===== config.mk =====
export PLATFORM = sky130hd
export DESIGN_NAME = fwe_flash_ctrl
export DESIGN_NICKNAME = d
export VERILOG_FILES = /design/src/fwe_pkg.sv /design/src/fwe_key_if.sv /design/src/fwe_key_lock.sv /design/src/fwe_flash_ctrl.sv
export SDC_FILE = /design/constraint.sdc
export NUM_CORES = 1
export LEC_CHECK = 0
export ABC_CLOCK_PERIOD_IN_PS = 7350
export BUFFER_PORTS_ARGS = -buffer_cell sky130_fd_sc_hd__buf_2
export CAP_MARGIN = 20
export CORE_MARGIN = 2
export CORE_UTILIZATION = 40
export DETAILED_ROUTE_END_ITERATION = 10
export PLACE_DENSITY = 0.62
export SETUP_SLACK_MARGIN = 0.5
export SYNTH_ARGS = -nofsm -noshare
export SYNTH_HDL_FRONTEND = slang
export SYNTH_HIERARCHICAL = 1
export SYNTH_SLANG_ARGS = --single-unit

===== constraint.sdc =====
create_clock -name sys_clk -period 7.35 [get_ports sys_clk]
set_input_delay 0 -clock sys_clk [delete_from_list [all_inputs] [get_ports sys_clk]]
set_output_delay 0 -clock sys_clk [all_outputs]
set_load 0.02 [all_outputs]

===== src/fwe_pkg.sv =====
// Constants and types shared by the flash write and erase control block
package fwe_pkg;
    localparam int ADDR_W = 16;
    localparam int DATA_W = 8;
    // Highest byte of user code space; writes above it trip an error reset
    localparam logic [15:0] USER_TOP_ADDR = 16'h7bff;
    localparam logic [7:0] KEY_FIRST = 8'ha5;
    localparam logic [7:0] KEY_SECOND = 8'hf1;
    localparam logic [7:0] ERASED_BYTE = 8'hff;
    localparam int PAGE_BYTES = 1024;
    localparam int PAGE_SHIFT = 10;
    // Control register field positions
    localparam int CTRL_WE_BIT = 0;
    localparam int CTRL_EE_BIT = 1;
    // Reset source register field position of the flash error flag
    localparam int RST_SRC_FLASH_ERR_BIT = 6;
    localparam logic WE_RST = 1'b0;
    localparam logic EE_RST = 1'b0;
    localparam logic FLASH_ERR_RST = 1'b0;
    // Hardware timing of one byte program and one page erase
    localparam int CLK_PERIOD_NS = 25;
    localparam int PROG_TIME_NS = 20000;
    localparam int ERASE_TIME_NS = 20000000;
    localparam int PROG_CYCLES = (PROG_TIME_NS + CLK_PERIOD_NS - 1) / CLK_PERIOD_NS;
    localparam int ERASE_CYCLES = (ERASE_TIME_NS + CLK_PERIOD_NS - 1) / CLK_PERIOD_NS;
    localparam int CNT_W = 20;
    typedef enum {SEQ_IDLE, SEQ_READ, SEQ_LATCH, SEQ_PROG, SEQ_ERASE} fwe_seq_t;
    typedef enum {KEY_LOCKED, KEY_HALF, KEY_OPEN, KEY_BLOCKED} fwe_key_t;
endpackage


===== src/fwe_key_if.sv =====
// Link between the sequencer and the lock and key unit
`timescale 1ns/1ps
interface fwe_key_if;
    logic keyWrEn;
    logic [7:0] keyWrData;
    logic attempt;
    logic unlocked;
    logic blocked;
    modport lock (
        input keyWrEn,
        input keyWrData,
        input attempt,
        output unlocked,
        output blocked
    );
    modport ctrl (
        output keyWrEn,
        output keyWrData,
        output attempt,
        input unlocked,
        input blocked
    );
endinterface


===== src/fwe_key_lock.sv =====
// Two-code lock and key state machine guarding flash writes and erases
`timescale 1ns/1ps
module fwe_key_lock (
    input wire logic sys_clk,
    input wire logic rst_n,
    fwe_key_if.lock kif
);
    fwe_pkg::fwe_key_t state_r;
    fwe_pkg::fwe_key_t state_nxt;
    wire logic firstOk = kif.keyWrEn && (kif.keyWrData == fwe_pkg::KEY_FIRST);
    wire logic secondOk = kif.keyWrEn && (kif.keyWrData == fwe_pkg::KEY_SECOND);

    assign kif.unlocked = (state_r == fwe_pkg::KEY_OPEN);
    assign kif.blocked = (state_r == fwe_pkg::KEY_BLOCKED);

    // Next lock state; blocked is left only by system reset
    always_comb begin
        state_nxt = state_r;
        case (state_r)
            fwe_pkg::KEY_LOCKED: begin
                if (kif.attempt) begin
                    state_nxt = fwe_pkg::KEY_BLOCKED;
                end else if (firstOk) begin
                    state_nxt = fwe_pkg::KEY_HALF;
                end else if (kif.keyWrEn) begin
                    state_nxt = fwe_pkg::KEY_BLOCKED;
                end
            end
            fwe_pkg::KEY_HALF: begin
                if (kif.attempt) begin
                    state_nxt = fwe_pkg::KEY_BLOCKED;
                end else if (secondOk) begin
                    state_nxt = fwe_pkg::KEY_OPEN;
                end else if (kif.keyWrEn) begin
                    state_nxt = fwe_pkg::KEY_BLOCKED;
                end
            end
            fwe_pkg::KEY_OPEN: begin
                if (kif.attempt) begin
                    state_nxt = fwe_pkg::KEY_LOCKED;
                end else if (kif.keyWrEn) begin
                    state_nxt = fwe_pkg::KEY_BLOCKED;
                end
            end
            fwe_pkg::KEY_BLOCKED: state_nxt = fwe_pkg::KEY_BLOCKED;
            default: state_nxt = fwe_pkg::KEY_BLOCKED;
        endcase
    end

    // Reset returns to locked with no codes seen
    always_ff @(posedge sys_clk or negedge rst_n) begin
        if (!rst_n) begin
            state_r <= fwe_pkg::KEY_LOCKED;
        end else begin
            state_r <= state_nxt;
        end
    end
endmodule


===== src/fwe_flash_ctrl.sv =====
// Flash write and erase controller facing the processor core
//
// Summary of operation
// - Busy flag stays 1 through each write or erase, clears when done.
// - Core stalls only when it must fetch from flash while busy.
// - Interrupts not cached, or arriving while halted, wait until the operation ends.
// - Write enable set routes external-move writes to flash, else external RAM.
// - Write enable survives operations; only a software write of 0 or a system reset clears it.
// - External-move reads always go to external RAM; flash read by code moves.
// - Write or erase with the supply monitor off raises a flash error reset.
// - Byte writes only clear bits; only page erase sets them back to 1.
// - Write and erase durations are timed by hardware, completing unaided.
// - Key codes 0xA5 then 0xF1, any spacing, unlock one operation.
// - Wrong or out-of-order key code blocks writes and erases until reset.
// - Attempt before the full key sequence also blocks until reset.
// - Each operation re-locks; a fresh key pair is needed.
// - Write with both enables set erases the whole 1024-byte page to 0xFF.
// - A flash error reset sets the flash error flag, bit 6 of reset source.
// - Write enable set and address above 0x7BFF raises a flash error reset.
`timescale 1ns/1ps
module fwe_flash_ctrl #(
    parameter int INT_N = 8,
    parameter int ERASE_CYCLES = fwe_pkg::ERASE_CYCLES
) (
    input wire logic sys_clk,
    input wire logic rst_n,
    input wire logic porRst_n,
    input wire logic otherResetSeen,
    input wire logic keyWrEn,
    input wire logic [7:0] keyWrData,
    input wire logic ctrlWrEn,
    input wire logic [7:0] ctrlWrData,
    input wire logic xmoveWrEn,
    input wire logic xmoveRdEn,
    input wire logic [15:0] xmoveAddr,
    input wire logic [7:0] xmoveWrData,
    input wire logic codeRdEn,
    input wire logic [15:0] codeRdAddr,
    input wire logic fetchFromFlash,
    input wire logic coreHalted,
    input wire logic [INT_N-1:0] intReq,
    input wire logic [INT_N-1:0] intCached,
    input wire logic supplyMonOn,
    input wire logic [7:0] flashRdData,
    output logic programStoreWriteEnable,
    output logic programStoreEraseEnable,
    output logic flashBusyFlag,
    output logic stallCore,
    output logic [INT_N-1:0] intService,
    output logic xramWrEn,
    output logic xramRdEn,
    output logic [15:0] xramAddr,
    output logic [7:0] xramWrData,
    output logic flashRdEn,
    output logic [15:0] flashRdAddr,
    output logic flashProgEn,
    output logic flashEraseEn,
    output logic [15:0] flashAddr,
    output logic [7:0] flashWrData,
    output logic flashErrorReset,
    output logic flashErrorFlag
);
    localparam int CW = fwe_pkg::CNT_W;
    fwe_key_if kif();
    fwe_pkg::fwe_seq_t seq_r;
    fwe_pkg::fwe_seq_t seq_nxt;
    logic [CW-1:0] cnt_r;
    logic [CW-1:0] cnt_nxt;
    logic we_r, ee_r;
    logic [15:0] opAddr_r;
    logic [7:0] opData_r;
    logic [INT_N-1:0] pend_r;
    logic [INT_N-1:0] pend_nxt;
    logic [INT_N-1:0] grant;

    fwe_key_lock keyUnit (
        .sys_clk(sys_clk),
        .rst_n(rst_n),
        .kif(kif)
    );

    // Attempt decode; writes arriving mid-operation are ignored
    wire logic idle = (seq_r == fwe_pkg::SEQ_IDLE);
    wire logic attempt = xmoveWrEn && we_r && idle;
    wire logic errRange = xmoveAddr > fwe_pkg::USER_TOP_ADDR;
    wire logic errAny = attempt && (errRange || !supplyMonOn);
    wire logic start = attempt && !errAny && kif.unlocked;
    wire logic busyNxt = (seq_nxt != fwe_pkg::SEQ_IDLE);
    wire logic [15:0] pageBase = {xmoveAddr[15:fwe_pkg::PAGE_SHIFT],
                                  {fwe_pkg::PAGE_SHIFT{1'b0}}};
    wire logic progAnd = (seq_r == fwe_pkg::SEQ_LATCH);
    wire logic codeRead = codeRdEn && idle && !attempt;
    assign kif.keyWrEn = keyWrEn;
    assign kif.keyWrData = keyWrData;
    assign kif.attempt = attempt && !errAny;

    // Sequencer: read old byte, program the AND, or erase the page
    always_comb begin
        seq_nxt = seq_r;
        cnt_nxt = cnt_r;
        case (seq_r)
            fwe_pkg::SEQ_IDLE: begin
                if (start && ee_r) begin
                    seq_nxt = fwe_pkg::SEQ_ERASE;
                    cnt_nxt = CW'(ERASE_CYCLES - 1);
                end else if (start) begin
                    seq_nxt = fwe_pkg::SEQ_READ;
                end
            end
            fwe_pkg::SEQ_READ: seq_nxt = fwe_pkg::SEQ_LATCH;
            fwe_pkg::SEQ_LATCH: begin
                seq_nxt = fwe_pkg::SEQ_PROG;
                cnt_nxt = CW'(fwe_pkg::PROG_CYCLES - 1);
            end
            fwe_pkg::SEQ_PROG, fwe_pkg::SEQ_ERASE: begin
                if (cnt_r == '0) begin
                    seq_nxt = fwe_pkg::SEQ_IDLE;
                end else begin
                    cnt_nxt = cnt_r - CW'(1);
                end
            end
            default: seq_nxt = fwe_pkg::SEQ_IDLE;
        endcase
    end

    always_ff @(posedge sys_clk or negedge rst_n) begin
        if (!rst_n) begin
            seq_r <= fwe_pkg::SEQ_IDLE;
            cnt_r <= '0;
            flashBusyFlag <= 1'b0;
        end else begin
            seq_r <= seq_nxt;
            cnt_r <= cnt_nxt;
            flashBusyFlag <= busyNxt;
        end
    end

    // Enables change only by software writes or system reset; operations leave them alone
    always_ff @(posedge sys_clk or negedge rst_n) begin
        if (!rst_n) begin
            we_r <= fwe_pkg::WE_RST;
            ee_r <= fwe_pkg::EE_RST;
        end else if (ctrlWrEn) begin
            we_r <= ctrlWrData[fwe_pkg::CTRL_WE_BIT];
            ee_r <= ctrlWrData[fwe_pkg::CTRL_EE_BIT];
        end
    end
    assign programStoreWriteEnable = we_r;
    assign programStoreEraseEnable = ee_r;

    // Captured operation address and data
    always_ff @(posedge sys_clk or negedge rst_n) begin
        if (!rst_n) begin
            opAddr_r <= '0;
            opData_r <= '0;
        end else if (start) begin
            opAddr_r <= ee_r ? pageBase : xmoveAddr;
            opData_r <= xmoveWrData;
        end
    end

    // Flash array strobes; the AND keeps a write from setting bits
    always_ff @(posedge sys_clk or negedge rst_n) begin
        if (!rst_n) begin
            flashRdEn <= 1'b0;
            flashRdAddr <= '0;
            flashProgEn <= 1'b0;
            flashEraseEn <= 1'b0;
            flashAddr <= '0;
            flashWrData <= fwe_pkg::ERASED_BYTE;
        end else begin
            flashRdEn <= (start && !ee_r) || codeRead;
            flashRdAddr <= start ? xmoveAddr : codeRdAddr;
            flashProgEn <= progAnd;
            flashEraseEn <= start && ee_r;
            if (progAnd) begin
                flashAddr <= opAddr_r;
                flashWrData <= flashRdData & opData_r;
            end else if (start && ee_r) begin
                flashAddr <= pageBase;
                flashWrData <= fwe_pkg::ERASED_BYTE;
            end
        end
    end

    // External RAM: writes only when flash writes are off, reads always
    always_ff @(posedge sys_clk or negedge rst_n) begin
        if (!rst_n) begin
            xramWrEn <= 1'b0;
            xramRdEn <= 1'b0;
            xramAddr <= '0;
            xramWrData <= '0;
        end else begin
            xramWrEn <= xmoveWrEn && !we_r;
            xramRdEn <= xmoveRdEn;
            xramAddr <= xmoveAddr;
            xramWrData <= xmoveWrData;
        end
    end

    // Stall only on a fetch that misses prefetch and cache
    always_ff @(posedge sys_clk or negedge rst_n) begin
        if (!rst_n) begin
            stallCore <= 1'b0;
        end else begin
            stallCore <= busyNxt && fetchFromFlash;
        end
    end

    // Pending interrupts; lowest index wins, a new request beats the clear
    always_comb begin
        grant = '0;
        for (int i = INT_N - 1; i >= 0; i--) begin
            if (pend_r[i] && (!flashBusyFlag || (intCached[i] && !coreHalted))) begin
                grant = '0;
                grant[i] = 1'b1;
            end
        end
        pend_nxt = (pend_r & ~grant) | intReq;
    end

    always_ff @(posedge sys_clk or negedge rst_n) begin
        if (!rst_n) begin
            pend_r <= '0;
            intService <= '0;
        end else begin
            pend_r <= pend_nxt;
            intService <= grant;
        end
    end

    // Error reset request holds until the system reset takes it down
    always_ff @(posedge sys_clk or negedge rst_n) begin
        if (!rst_n) begin
            flashErrorReset <= 1'b0;
        end else if (errAny) begin
            flashErrorReset <= 1'b1;
        end
    end

    // Cause flag lives on power-on reset so it survives the error reset
    always_ff @(posedge sys_clk or negedge porRst_n) begin
        if (!porRst_n) begin
            flashErrorFlag <= fwe_pkg::FLASH_ERR_RST;
        end else if (flashErrorReset) begin
            flashErrorFlag <= 1'b1;
        end else if (otherResetSeen) begin
            flashErrorFlag <= 1'b0;
        end
    end

    // Array data one cycle late, to hold against the byte that gets programmed
    logic [7:0] flashRdData_q;
    always_ff @(posedge sys_clk) begin
        flashRdData_q <= flashRdData;
    end
endmodule


==> run metrics <==
worst skew pair latency=0.43 ns; total setup buffers inserted after CTS=0; Rel. slew slack=33.8%; CP Launch Type=register; Via density=4.89; worst r2r src=keyUnit/state_r[4]; worst setup path end=flashAddr[14]; Pwr Density=229 nW/um2; routed vias=5,527; gr ovfl total=0; Critical R2R Capture=flashAddr[14]; Worst Hold Class=in2reg; DRT Pass-1 Iters=4; Critical Path Start=keyUnit/state_r[4]; Die Y=139 um; Die Wd=139 um; Setup TNS Final=0 ns; status=finished, final reports clean; largest net degree at the start of global routing=120; Reg power frac=49.4%; power share of the clock group=44.5%; switching share of power=21.4%; global-route wire length before repair=27,900 um; Critical Path Sink Type=register; Max clock buf depth=2; Diodes inserted=0; Starting Density=40.7%; vias in the first global route=5,730; final setup margin=3.79 ns; mapped cell area=7280 um2; final setup fails=0; Mapped Avg Cell Area=12.6 um2; P_int=1810 uW; Area Growth Syn to Fin=38.0%; Tcrit/Tclk final=48.5%; hold_buf cts=78; final hold vios=0; R2R depth=8; Clock Tree Root=clkbuf_16; Remaining DRCs=0; RSZ-0062 raised after global routing=no; routed len/inst=14.8 um; Worst EP arrival=3.90 ns; Syn Inst Count=580; CTS tree=built; Max FO, Critical Path=11; cell row count=49; measured slew at the worst slew-check pin=0.994 ns; Fillers=1,479; Total Die Area=19,300 um2; cts bufs inserted=17; Post-Place Worst Slack=3.81 ns; drt total wl=16,700 um; worst setup path class=reg2reg; Nets=982; initial antenna violation count=0; clk_skew=0.0131 ns; H-tree depth=4; min Tclk post-route=3.56 ns; GPL Wtd Cong=0.824; Synth Warn #=6; post-CTS sizing=0; P_sw=493 uW; Sink Count=199; Pins Over Slew Limit=0; I/O pins=175; FMAX=281 MHz; Port-buffer cells=168; share of cells above drive strength 1=27.7%; combinational power share=6.1%; core region area=17,900 um2; Worst Path Required=7.69 ns; Peak VDD IR=0.232 mV; CTS clk-pin slew, worst paths=0.07 ns; Total Routing Usage GR=18.0%; reg-to-reg setup timing slack=3.79 ns; antenna-violating nets left=0; Max Cap Viol=0; 1st-iter DRT viols=350; HPWL after DPL=10,900 um; P_leak=0.00478 uW
cells in the final DEF, fill, tap and decap left out, types with 4 or more instances in the layout:
cell / instances
a21o_1: 8
a21oi_1: 37
a22o_1: 12
and2_1: 5
buf_2: 167
bufinv_16: 5
clkbuf_16: 17
conb_1: 59
dfrtp_1: 191
dfstp_2: 8
dlygate4sd3_1: 78
inv_1: 14
inv_6: 5
mux2_2: 28
nand2_1: 38
nand2b_1: 16
nand3_1: 5
nand4_1: 7
nor2_1: 33
nor2b_1: 7
nor3_1: 22
nor3b_1: 4
nor4_1: 16
o21ai_0: 39
o21bai_1: 4
o22ai_1: 6
o31ai_1: 6
or3_1: 7
or4_1: 4
worst min-delay path by stage:
| stage | cells past startpoint | from | end |
|---|---|---|---|
| floorplan | 0 | rst_n | cnt_r[0] |
| global placement | 1 | porRst_n | flashErrorFlag |
| detailed placement | 1 | porRst_n | flashErrorFlag |
| CTS | 4 | keyWrData[4] | keyUnit/state_r[0] |
| global route | 3 | intCached[7] | intService[7] |
| finish | 4 | keyWrData[4] | keyUnit/state_r[0] |
through the flow:
step,cell area (um2),power [uW],std cells,utilization [%],hold slack [ns]
after floorplan,7500,1200,637,-,-0.296
after global placement,8580,1260,1019,48.0,-0.225
after detailed placement,8580,1270,1019,48.0,-0.224
after CTS,10000,2330,1129,56.0,0.00341
after global routing,10100,2400,1131,56.2,0.0283
final,10100,2300,1131,56.2,0.0155
final cells by class:
class | instances | area, um2 | area share, %
Inverter | 14 | 52.6 | 0.523
Multi-Input combinational cell | 406 | 2380 | 23.7
Tap cell | 229 | 287 | 2.85
Sequential cell | 199 | 4990 | 49.6
Timing Repair Buffer | 251 | 1690 | 16.8
Clock inverter | 14 | 219 | 2.18
Clock buffer | 18 | 439 | 4.37
layer usage:
layer,track usage (%),part of all wire (%),up-vias
li1,-,-,2631
met3,5.39,6.1,13
met4,4.63,0.98,0
met5,0,0,-
met1,22.3,42,2708
met2,31.0,51,175
worst max-delay path, stage by stage, from the launching register on:
cell and delay, ns:
dfrtp_1 0.36, nor4_1 0.41, nand4_1 0.17, nor4b_1 0.60, o2111a_1 0.37, nand3_1 0.38, a21oi_1 0.92, nor2_1 0.09
a21oi_1 0.18
power groups by stage:
stage	sequential (uW)	combinational [uW]	clock [uW]
2_1_floorplan	1170	21.5	0
3_3_place_gp	1160	104	0
3_5_place_dp	1160	106	0
4_1_cts	1140	139	1050
5_1_grt	1140	156	1100
6_report	1140	140	1020
registers in the layout, indices dropped and copies added (netlist names), 8 cells and up:
| register | cells |
|---|---|
| opAddr_r | 16 |
| flashRdAddr | 16 |
| cnt_r | 20 |
| xramWrData | 8 |
| pend_r | 8 |
| opData_r | 8 |
| intService | 8 |
| xramAddr | 16 |
| flashWrData | 8 |
| flashAddr | 16 |
| seq_r | 32 |
| keyUnit/state_r | 32 |
No activity file was read; power rests on OpenSTA's default activity.
